$ cat config.mk
export PLATFORM = sky130hd
export DESIGN_NAME = usep_port
export DESIGN_NICKNAME = d
export VERILOG_FILES = /design/src/pkg/usep_pkg.sv /design/src/rtl/usep_port.sv /design/src/rtl/usep_sense_qual.sv
export SDC_FILE = /design/constraint.sdc
export NUM_CORES = 1
export LEC_CHECK = 0
export BUFFER_PORTS_ARGS = -buffer_cell sky130_fd_sc_hd__buf_2
export CAP_MARGIN = 20
export CORE_UTILIZATION = 45
export CTS_BUF_LIST = sky130_fd_sc_hd__clkbuf_8
export DETAILED_ROUTE_END_ITERATION = 10
export MAX_ROUTING_LAYER = met4
export PLACE_DENSITY = 0.78
export SLEW_MARGIN = 20
export SYNTH_ARGS = -nofsm -noshare
export SYNTH_HDL_FRONTEND = slang
export SYNTH_SLANG_ARGS = --single-unit
$ cat constraint.sdc
create_clock -name clk_i -period 1.85 [get_ports clk_i]
set_input_delay 0.185 -clock clk_i [delete_from_list [all_inputs] [get_ports clk_i]]
set_output_delay 0.185 -clock clk_i [all_outputs]
set_load 0.05 [all_outputs]
$ cat src/pkg/usep_pkg.sv
// package: register layout, offsets, reset values and qualify timing of the user sense/enable port
package usep_pkg;

    // register address on the management control bus
    localparam logic [7:0] USEP_ADDR_USER = 8'h17;

    // register width and number of sense/enable pairs
    localparam int USEP_DW = 8;
    localparam int USEP_PAIRS = 3;

    // bit positions inside the user register
    localparam int USEP_POS_SENSE_0 = 0;
    localparam int USEP_POS_SENSE_1 = 1;
    localparam int USEP_POS_DRIVE_0 = 2;
    localparam int USEP_POS_DRIVE_1 = 3;
    localparam int USEP_POS_SENSE_2 = 4;
    localparam int USEP_POS_RES_5 = 5;
    localparam int USEP_POS_DRIVE_2 = 6;
    localparam int USEP_POS_RES_7 = 7;

    // reset value of the whole register
    localparam logic [7:0] USEP_RESET_VALUE = 8'h00;

    // clock rate and the least time a sense pin must stay high
    localparam int USEP_CLK_PERIOD_PS = 4000;
    localparam int USEP_QUAL_TIME_NS = 40;
    // least time rounds up to whole cycles, never below one
    localparam int USEP_QUAL_RAW =
        (USEP_QUAL_TIME_NS * 1000 + USEP_CLK_PERIOD_PS - 1) / USEP_CLK_PERIOD_PS;
    localparam int USEP_QUAL_CYCLES = (USEP_QUAL_RAW < 1) ? 1 : USEP_QUAL_RAW;
    localparam int USEP_QUAL_W = $clog2(USEP_QUAL_CYCLES + 1);

    // register image, most significant field first
    typedef struct packed {
        logic reserved_bit_7;
        logic drive_ctl_2;
        logic reserved_bit_5;
        logic sense_flag_2;
        logic drive_ctl_1;
        logic drive_ctl_0;
        logic sense_flag_1;
        logic sense_flag_0;
    } usep_user_reg_t;

    // one register access from the control bus
    typedef struct packed {
        logic [7:0] addr;
        logic wr;
        logic rd;
        logic [7:0] wdata;
    } usep_bus_req_t;

endpackage

$ cat src/rtl/usep_port.sv
// user sense/enable port: sticky sense flags and enable pin drivers
`timescale 1ns/1ps
module usep_port
#(
    parameter bit DUAL_PATH = 1'b1
)
(
    input wire logic clk_i,
    input wire logic rst_i,
    input wire usep_pkg::usep_bus_req_t bus_req_i,
    output logic [7:0] rdata_o,
    output logic rvalid_o,
    input wire logic [2:0] sense_in_i,
    output logic [2:0] drive_out_o
);
    import usep_pkg::*;

    // the pair that exists only on the dual-path variant
    localparam int PAIR_DUAL_ONLY = USEP_PAIRS - 1;

    // stored register image and the value it takes at the next edge
    usep_user_reg_t user_reg;
    usep_user_reg_t next_user_reg;
    // read answer flops
    logic [USEP_DW-1:0] rdata;
    logic [USEP_DW-1:0] next_rdata;
    logic rvalid;
    logic next_rvalid;
    // enable pin flops
    logic [USEP_PAIRS-1:0] drive_out;
    logic [USEP_PAIRS-1:0] next_drive_out;
    // per-pair sense path
    logic [USEP_PAIRS-1:0] sense_hit;
    logic [USEP_PAIRS-1:0] pair_live;
    logic [USEP_PAIRS-1:0] flag_now;
    logic [USEP_PAIRS-1:0] flag_keep;
    logic [USEP_PAIRS-1:0] next_flag;
    // bus decode
    logic wr_hit;
    logic rd_hit;

    // true when a bus request addresses this register
    function automatic logic reg_hit(input usep_bus_req_t req);
        return req.addr == USEP_ADDR_USER;
    endfunction

    // a pair works unless it is the dual-path-only pair on a single-path part
    function automatic logic pair_enabled(input int pair);
        return (pair != PAIR_DUAL_ONLY) || DUAL_PATH;
    endfunction

    // register bit that holds the sense flag of a pair
    function automatic int sense_pos(input int pair);
        int pos;
        pos = USEP_POS_SENSE_0;
        if (pair == 1)
        begin
            pos = USEP_POS_SENSE_1;
        end
        else if (pair == PAIR_DUAL_ONLY)
        begin
            pos = USEP_POS_SENSE_2;
        end
        return pos;
    endfunction

    // register bit that holds the drive control of a pair
    function automatic int drive_pos(input int pair);
        int pos;
        pos = USEP_POS_DRIVE_0;
        if (pair == 1)
        begin
            pos = USEP_POS_DRIVE_1;
        end
        else if (pair == PAIR_DUAL_ONLY)
        begin
            pos = USEP_POS_DRIVE_2;
        end
        return pos;
    endfunction

    // read image: bits of a pair without function read as zero; the stored
    // value stays, so software sees no ghost state on single-path parts
    function automatic logic [USEP_DW-1:0] read_view(input usep_user_reg_t r);
        logic [USEP_DW-1:0] v;
        int i;
        v = r;
        for (i = 0; i < USEP_PAIRS; i++)
        begin
            v[sense_pos(i)] = r[sense_pos(i)] & pair_enabled(i);
            v[drive_pos(i)] = r[drive_pos(i)] & pair_enabled(i);
        end
        return v;
    endfunction

    // pin levels: each drive bit sets its own pin, dead pairs held low
    function automatic logic [USEP_PAIRS-1:0] pin_view(input usep_user_reg_t r);
        logic [USEP_PAIRS-1:0] p;
        int i;
        p = '0;
        for (i = 0; i < USEP_PAIRS; i++)
        begin
            p[i] = r[drive_pos(i)] & pair_enabled(i);
        end
        return p;
    endfunction

    // one synchroniser, qualifier and sticky flag update per sense pair
    genvar gi;
    generate
        for (gi = 0; gi < USEP_PAIRS; gi++)
        begin : g_pair
            // the pin must pass the qualifier before it may touch the flag
            usep_sense_qual u_qual
            (
                .clk_i(clk_i),
                .rst_i(rst_i),
                .sense_in_i(sense_in_i[gi]),
                .hit_o(sense_hit[gi])
            );
            // pair 2 has no function on single-path parts
            assign pair_live[gi] = pair_enabled(gi);
            // a write of 0 clears the flag, a write of 1 leaves it alone
            assign flag_now[gi] = user_reg[sense_pos(gi)];
            assign flag_keep[gi] = !wr_hit || bus_req_i.wdata[sense_pos(gi)];
            // set beats clear so an event in the write cycle is never lost
            assign next_flag[gi] = (sense_hit[gi] & pair_live[gi])
                | (flag_now[gi] & flag_keep[gi]);
        end
    endgenerate

    // address decode shared by the write and read paths
    assign wr_hit = reg_hit(bus_req_i) & bus_req_i.wr;
    assign rd_hit = reg_hit(bus_req_i) & bus_req_i.rd;

    // register next value: drive and reserved bits take the written data,
    // sense flags come from the per-pair set and clear logic
    always_comb
    begin
        next_user_reg = user_reg;
        if (wr_hit)
        begin
            next_user_reg.drive_ctl_0 = bus_req_i.wdata[USEP_POS_DRIVE_0];
            next_user_reg.drive_ctl_1 = bus_req_i.wdata[USEP_POS_DRIVE_1];
            next_user_reg.drive_ctl_2 = bus_req_i.wdata[USEP_POS_DRIVE_2];
            // reserved bits are plain storage that reads back what was written
            next_user_reg.reserved_bit_5 = bus_req_i.wdata[USEP_POS_RES_5];
            next_user_reg.reserved_bit_7 = bus_req_i.wdata[USEP_POS_RES_7];
        end
        next_user_reg.sense_flag_0 = next_flag[0];
        next_user_reg.sense_flag_1 = next_flag[1];
        next_user_reg.sense_flag_2 = next_flag[2];
    end

    // register storage; reset clears every bit including the reserved ones
    always_ff @(posedge clk_i)
    begin
        if (rst_i)
        begin
            user_reg <= USEP_RESET_VALUE;
        end
        else
        begin
            user_reg <= next_user_reg;
        end
    end

    // pins follow the drive bits as they stand after this edge, so a write
    // reaches the pins in the same cycle as it reaches the register
    always_comb
    begin
        next_drive_out = pin_view(next_user_reg);
    end

    // pin flops; every pin is low from reset until software drives it
    always_ff @(posedge clk_i)
    begin
        if (rst_i)
        begin
            drive_out <= '0;
        end
        else
        begin
            drive_out <= next_drive_out;
        end
    end

    // read answer: one-cycle pulse; data is zero when no read was answered,
    // and a read beside a write returns the value from before the write
    always_comb
    begin
        next_rvalid = rd_hit;
        next_rdata = '0;
        if (rd_hit)
        begin
            next_rdata = read_view(user_reg);
        end
    end

    // read answer flops
    always_ff @(posedge clk_i)
    begin
        if (rst_i)
        begin
            rdata <= '0;
            rvalid <= 1'b0;
        end
        else
        begin
            rdata <= next_rdata;
            rvalid <= next_rvalid;
        end
    end

    // every output comes straight from a flop
    assign rdata_o = rdata;
    assign rvalid_o = rvalid;
    assign drive_out_o = drive_out;

endmodule // usep_port

$ cat src/rtl/usep_sense_qual.sv
// sense pin synchroniser and consecutive-high qualifier
`timescale 1ns/1ps
module usep_sense_qual
(
    input wire logic clk_i,
    input wire logic rst_i,
    input wire logic sense_in_i,
    output logic hit_o
);
    import usep_pkg::*;

    logic sync_a;
    logic sync_b;
    logic [USEP_QUAL_W-1:0] run_cnt;
    logic hit;
    logic next_sync_a;
    logic next_sync_b;
    logic [USEP_QUAL_W-1:0] next_run_cnt;
    logic next_hit;

    localparam logic [USEP_QUAL_W-1:0] QUAL_LAST = USEP_QUAL_W'(USEP_QUAL_CYCLES);
    localparam logic [USEP_QUAL_W-1:0] CNT_ZERO = '0;
    localparam logic [USEP_QUAL_W-1:0] CNT_ONE = USEP_QUAL_W'(1);

    // count consecutive high samples; pulse once when the run reaches the threshold
    always_comb
    begin
        next_sync_a = sense_in_i;
        next_sync_b = sync_a; // first stage feeds only this flop
        next_run_cnt = run_cnt;
        next_hit = 1'b0;
        if (!sync_b)
        begin
            next_run_cnt = CNT_ZERO; // any low sample restarts the run
        end
        else if (run_cnt != QUAL_LAST)
        begin
            next_run_cnt = run_cnt + CNT_ONE;
            next_hit = (run_cnt + CNT_ONE) == QUAL_LAST;
        end
    end

    always_ff @(posedge clk_i)
    begin
        if (rst_i)
        begin
            sync_a <= 1'b0;
            sync_b <= 1'b0;
            run_cnt <= CNT_ZERO;
            hit <= 1'b0;
        end
        else
        begin
            sync_a <= next_sync_a;
            sync_b <= next_sync_b;
            run_cnt <= next_run_cnt;
            hit <= next_hit;
        end
    end

    assign hit_o = hit;

endmodule // usep_sense_qual

==> summary.md, run 1 <==
| Metric | Value |
|---|---|
| Multi-input gate area | `732.0 um^2` |
| Most frequent cells in the layout | `38 x dfxtp_1, 34 x buf_2, 18 x nand2b_1, 13 x nor2_1, 11 x inv_1` |
| Synth-to-layout area growth | `18.72%` |
| Startpoint Class | `flop` |
| Post-cts sizing count | `0` |
| Post-synthesis sequential element count | `38` |
| Endpoints failing setup | `0` |
| Post-Synthesis Cells | `157` |
| GRT Overall Usage | `14.02%` |
| Slew @ Worst Pin | `0.4586 ns` |
| Final wirelength | `2.260 mm` |
| Min-delay worst type | `input pin to flop` |
| Post-route ant nets | `0` |
| DR pass1 iterations | `4` |
| Residual DRC | `0` |
| Final Critical Period | `1.338 ns` |
| IO buf count | `34` |
| CTS tree | `done` |
| Setup tns final | `0 ns` |
| Number of core rows | `21` |
| Critical path capture point type | `flop` |
| Largest net degree at the start of global routing | `24` |
| Netlist cell types | `24` |
| Max-Cap Viols | `0` |
| I/O pins | `35` |
| CP arrival | `1.51 ns` |
| YS warnings | `0` |
| Max reg flops | `12` |
| Global-route wire length before repair | `3.519 mm` |
| Syn avg cell area | `9.962 um^2` |
| Max-slew violation count | `0` |
| Status | `finished, final reports clean` |
| Critical setup path kind | `flop to flop` |
| Worst-path maximum fanout | `5` |
| Clock Skews | `0.007923 ns` |
| Worst slew margin | `69.33%` |
| Yosys top cell area share | `48.64%` |
| Mapped Nets | `189` |
| Vias in the first global route | `859` |
| Hold Startpoint | `sense_in_i[1]` |
| Core area | `3337 um^2` |
| H-tree Lvls | `2` |
| Initial DRC Count | `29` |
| R2R cell count | `3` |
| Die Y-Extent | `60.96 um` |
| FF-to-FF Start | `g_pair[2].u_qual.run_cnt[0]` |
| Peak supply drop | `0.3358 mV` |
| Final Hold Viols | `0` |
| Final Cycle Share | `72.35%` |
| Part of the Yosys area used for sequential elements | `48.64%` |
| Antenna cell count | `0` |
| Biggest register | `g_pair.u_qual.run_cnt` |
| Wire length per cell | `9.417 um` |
| Initial antenna violation count | `0` |
| Syn Std Cell Area | `1564 um^2` |
| Worst Path Required | `2.02 ns` |
| Tot Pwr | `1.464 mW` |
| Hold buffer count at cts | `0` |
| Hold Crit Depth | `2` |
| CTS Buffer Depth | `2` |
| Root buf cell | `clkbuf_8` |
| Die width | `60.96 um` |
| Clock transition at path regs | `0.07 ns` |
| Share of cells above drive strength 1 | `24.23%` |
| Final HPWL DP | `1.659 mm` |
| Nets | `225` |
| Sequential cell area | `760.7 um^2` |
| Die area | `3716 um^2` |
| Leading area contributor after synthesis | `dfxtp_1` |
| Worst-Skew Late Latency | `0.29 ns` |
| Initial Utilization | `46.87%` |
| Fill cells | `308` |
| Fmax achieved | `0.7471 GHz` |
| Setup Fix Bufs, Post-CTS | `0` |
| Routability Congestion | `0.7832` |
| DR vias | `1,100` |
| Unrepaired setup endpoints after global routing | `no` |
| Overflow after GRT | `0` |
| Clk sinks | `38` |
| TritonCTS buffer count | `5` |
| Commonest non-fill, non-tap cell in the layout | `dfxtp_1` |
| Pwr/cell area | `788.2 nW/um^2` |
| Leakage | `0.7598 nW` |
| Hold slack | `0.1006 ns` |
| Ranking of synthesized cells by area | `dfxtp_1 49%, ha_1 7.2%, nand2b_1 7.2%` |
| Critical Path Source | `g_pair[2].u_qual.run_cnt[0]` |
| Vias per inst | `4.583` |
## cell families (layout without fill, tap and decap cells)
group	after synthesis	after routing	share of synthesized area (%)
AO/OA/AOI/OAI	15	15	6.400
XOR/XNOR	6	6	3.361
adder cells (fa/ha/maj)	9	9	7.200
buffers and inverters	16	53	4.560
flip-flops	38	38	48.64
multiplexers	5	5	3.200
AND/OR/NAND/NOR	68	68	26.64
## layer usage
layer  routed length, um  GRT usage (%)  up-vias
li1                    -              -      583
met1                1034          15.11      474
met2                1019          21.82       38
met3                 168          6.397        5
met4                  38          6.818        0
met5                   0              -        -
## critical path, cell delays in order (launching register included)
cell       delay [ns]
dfxtp_1          0.42
nand3_1          0.14
or2_2            0.30
a2111oi_0        0.37
## worst paths after layout
path | endpoint | slack, ns
max | g_pair[2].u_qual.hit_o | 0.51
min | g_pair[1].u_qual.next_sync_b | 0.10
max reg2reg | g_pair[2].u_qual.hit_o | 0.51
min reg2reg | g_pair[2].u_qual.sync_b | 0.44
## synthesized netlist by cell type (all sizes together)
cell type and count:
nor2 13, ha 9, nand4b 1, mux2i 5, nor2b 6, and2 8, a2111oi 2, or2 2
dfxtp 38, xnor2 3, nand2 5, or4b 1, clkbuf 2, nor4 2, inv 11, nor3 1
buf 3, a21oi 6, nand3b 6, xor2 3, nand3 5, nand2b 18, a211oi 7
## stage by stage
stage | area [um^2] | std cells | worst slack (ns) | util [%]
floorplan | 1564 | 157 | 0.4719 | -
global placement | 1762 | 232 | 0.2832 | 52.79
detailed placement | 1762 | 232 | 0.2343 | 52.79
CTS | 1857 | 240 | 0.4699 | 55.64
global route | 1857 | 240 | 0.3483 | 55.64
finish | 1857 | 240 | 0.5116 | 55.64
## final cells by class
type	instances	share of cell area (%)
well taps	46	3.100
repair buffers	34	9.164
inverters	11	2.224
multi-input cells	103	39.42
flip-flops and latches	38	40.97
clock buffers	6	4.447
clock inverters	2	0.6739
## power by group
part	internal, mW	leakage [nW]	switching, mW	total [mW]
Combinational	0.0315	0.405	0.0254	0.0568
Clock	0.299	0.0472	0.278	0.577
Sequential	0.826	0.308	0.00398	0.830
Total	1.16	0.760	0.307	1.46
(Power assumes the default switching activity.)
==> run 2: changes to the inputs <==
ABC_AREA = 1   (was not set)
clock period = 1.3 ns   (was 1.85 ns; I/O delays follow)
==> run 2 against run 1 <==
Net effect: clock power increased by 38%; critical path type unchanged; synthesized cell count increased by 17%; cell count increased by 10%; sequential power increased by 42%; clock-buffer cell count unchanged; sequential share of layout area up 0.98 points; maximum frequency increased by 18%; worst hold slack lost 0.059 ns; non-clock buffer count did not move; critical endpoint is now g_pair[0].u_qual.hit_o.
==> summary.md, run 2 <==
| Metric | Value |
|---|---|
| Share of cells above drive strength 1 | `24.09% (-0.14 points)` |
| Final WS setup | `0.1622 ns (-0.3493 ns)` |
| Max-slew violation count | `0 (unchanged)` |
| Core area | `3153 um^2 (-5.5%)` |
| Setup Fix Bufs, Post-CTS | `0 (unchanged)` |
| H-tree Lvls | `2 (unchanged)` |
| Largest net degree at the start of global routing | `17 (-29%)` |
| Final wirelength | `2.267 mm (+0.31%)` |
| Ranking of synthesized cells by area | `dfxtp_1 50%, inv_1 8.6%, ha_1 7.3%` |
| Post-route insts no fill | `264 (+10%)` |
| Max-Cap Viols | `0 (unchanged)` |
| Dominant cell by count in the synthesized netlist | `dfxtp_1` |
| Biggest register | `g_pair.u_qual.run_cnt` |
| Setup tns final | `0 ns (unchanged)` |
| Die Y-Extent | `60.41 um (-0.89%)` |
| IO buf count | `34 (unchanged)` |
| GRT Overall Usage | `15.75% (+1.7 points)` |
| Vias per inst | `4.383 (-4.4%)` |
| Initial Utilization | `48.69% (+1.8 points)` |
| Max reg flops | `12 (unchanged)` |
| CP arrival | `1.35 ns (-0.16 ns)` |
| Hold buffer count at cts | `0 (unchanged)` |
| Post-synthesis sequential element count | `38 (unchanged)` |
| I/O pins | `35 (unchanged)` |
| Pwr/cell area | `1137 nW/um^2 (+44%)` |
| Fmax achieved | `0.8789 GHz (+18%)` |
| RR Endpoint | `g_pair[0].u_qual.hit_o` |
| Final core occ | `57.70% (+2.1 points)` |
| Wire length per cell | `8.587 um (-8.8%)` |
| Inst Count DP | `256 (+10%)` |
| FF-to-FF Start | `g_pair[0].u_qual.run_cnt[0]` |
| Clock transition at path regs | `0.07 ns (about the same)` |
| Vias in the first global route | `1,020 (+19%)` |
| R2R cell count | `5 (+2)` |
| Post-cts sizing count | `0 (unchanged)` |
| Root buf cell | `clkbuf_8` |
| Nets | `251 (+12%)` |
| DR pass1 iterations | `4 (unchanged)` |
| DR vias | `1,157 (+5.2%)` |
| Hold Startpoint | `sense_in_i[1]` |
| Final Hold Viols | `0 (unchanged)` |
| TritonCTS buffer count | `5 (unchanged)` |
| Worst Hold Path EP | `g_pair[1].u_qual.next_sync_b` |
| Status | `finished, final reports clean` |
| Slew @ Worst Pin | `0.2946 ns (-0.1640 ns)` |
| Leakage | `0.8517 nW (+12%)` |
| Final HPWL DP | `1.659 mm (unchanged)` |
| Unrepaired setup endpoints after global routing | `no` |
| Hold slack | `0.04114 ns (-0.05942 ns)` |
| Final Cycle Share | `87.52% (+15 points)` |
| Top post-synthesis cells by count | `38 x dfxtp_1, 35 x inv_1, 30 x nor2_1, 20 x nand2_1` |
| Clock Skews | `0.008389 ns (+0.0004663 ns)` |
| Syn Std Cell Area | `1535 um^2 (-1.8%)` |
| Critical Path Source | `g_pair[0].u_qual.run_cnt[0]` |
| Tot Pwr | `2.068 mW (+41%)` |
| CTS tree | `done` |
| Critical path capture point type | `flop` |
| Die width | `60.41 um (-0.89%)` |
| Mapped Nets | `215 (+14%)` |
| Post-route ant nets | `0 (unchanged)` |
| Synth-to-layout area growth | `18.50%` |
| Initial antenna violation count | `0 (unchanged)` |
| Area post-placement | `1725 um^2 (-2.1%)` |
| Worst-path maximum fanout | `6 (+1)` |
| Most frequent cells in the layout | `36 x inv_1, 36 x dfxtp_1, 34 x buf_2, 30 x nor2_1, 20 x nand2_1` |
| Global-route wire length before repair | `3.953 mm (+12%)` |
| Endpoints failing setup | `0 (unchanged)` |
| Clk sinks | `38 (unchanged)` |
| Final Instance Area | `1819 um^2 (-2.0%)` |
| Final Critical Period | `1.138 ns (-0.2007 ns)` |
| Netlist cell types | `20 (-17%)` |
| R2R Setup Slk | `0.16 ns (-0.35 ns)` |
| Overflow after GRT | `0 (unchanged)` |
| Yosys top cell area share | `49.55% (+0.91 points)` |
| Initial DRC Count | `60 (+110%)` |
| Critical setup path kind | `flop to flop` |
| Main synth FF type | `dfxtp_1` |
| Routability Congestion | `0.7561 (-3.5%)` |
| Post-Synthesis Cells | `183 (+17%)` |
| Worst-Skew Late Latency | `0.29 ns (about the same)` |
| Peak supply drop | `0.6346 mV (+89%)` |
| Post-synthesis async set-or-reset flop share | `0% (unchanged)` |
| Leading area contributor after synthesis | `dfxtp_1` |
| Part of the Yosys area used for sequential elements | `49.55% (+0.91 points)` |
| EDFF count, synth | `0 (unchanged)` |
| Syn avg cell area | `8.389 um^2 (-16%)` |
| Number of core rows | `20 (-4.8%)` |
| Die area | `3649 um^2 (-1.8%)` |
| Min-delay worst type | `input pin to flop` |
| Antenna cell count | `0 (unchanged)` |
| Worst Path Required | `1.52 ns (-0.50 ns)` |
| Startpoint Class | `flop` |
| Hold Crit Depth | `3 (+1)` |
| CTS Buffer Depth | `2 (unchanged)` |
| Residual DRC | `0 (unchanged)` |
| YS warnings | `0 (unchanged)` |
| Pre-CTS WS | `0.1494 ns (-0.08484 ns)` |
| Worst slew margin | `80.36% (+11 points)` |
==> run 2: cell types whose count changed in the layout (fill, tap and decap cells not counted), moves of 7 or more <==
cell      change
nand2b_1     -18
nand2_1      +15
nor2_1       +17
and2_1        -8
inv_1        +25
a211oi_1      -7
==> run 2: worst max-delay path: stages (launching register included) <==
cell,delay (ns)
dfxtp_1,0.41
inv_1,0.06
ha_1,0.19
nand3b_1,0.15
nand2_1,0.09
nor3_1,0.17
==> run 2: layout make-up <==
| type | instances | area (um^2) |
|---|---|---|
| Fill cell | 279 | 1334 |
| Tap cell | 44 | 55.05 |
| Inverter | 38 | 145.1 |
| Timing Repair Buffer | 34 | 170.2 |
| Multi-Input combinational cell | 102 | 594.3 |
| Clock buffer | 6 | 82.58 |
| Sequential cell | 38 | 763.2 |
| Clock inverter | 2 | 8.758 |
==> run 2: metal layers <==
layer	vias to the layer above	GRT usage, %	wire length (um)
met4	0	8.766	56
met5	-	-	0
met1	499	15.70	1017
li1	622	-	-
met2	30	25.59	1050
met3	6	7.036	142
==> run 2: power breakdown <==
part | switching, mW | internal, mW | leakage (nW)
registers | 0.00620 | 1.18 | 0.308
clock network | 0.379 | 0.419 | 0.0524
logic | 0.0495 | 0.0389 | 0.491
total | 0.434 | 1.63 | 0.852
==> run 2: how the worst max path moves through the flow <==
stage                                  end  cells after the start  slack (ns)
finish              g_pair[0].u_qual.hit_o                      5        0.16
detailed placement  g_pair[2].u_qual.hit_o                      5        0.15
floorplan           g_pair[0].u_qual.hit_o                      5        0.25
global placement    g_pair[2].u_qual.hit_o                      5        0.21
CTS                 g_pair[2].u_qual.hit_o                      5        0.15
global route        g_pair[2].u_qual.hit_o                      5        0.05
==> run 2: logic make-up after synthesis <==
group / count (synthesis) / synth area share (%)
xor gates and xnor gates: 6 / 3.423
and+or+nand+nor: 72 / 23.06
buffers and inverters: 43 / 11.74
DFF: 38 / 49.55
adders and majority gates: 9 / 7.335
AOI/OAI and AO/OA: 15 / 4.890
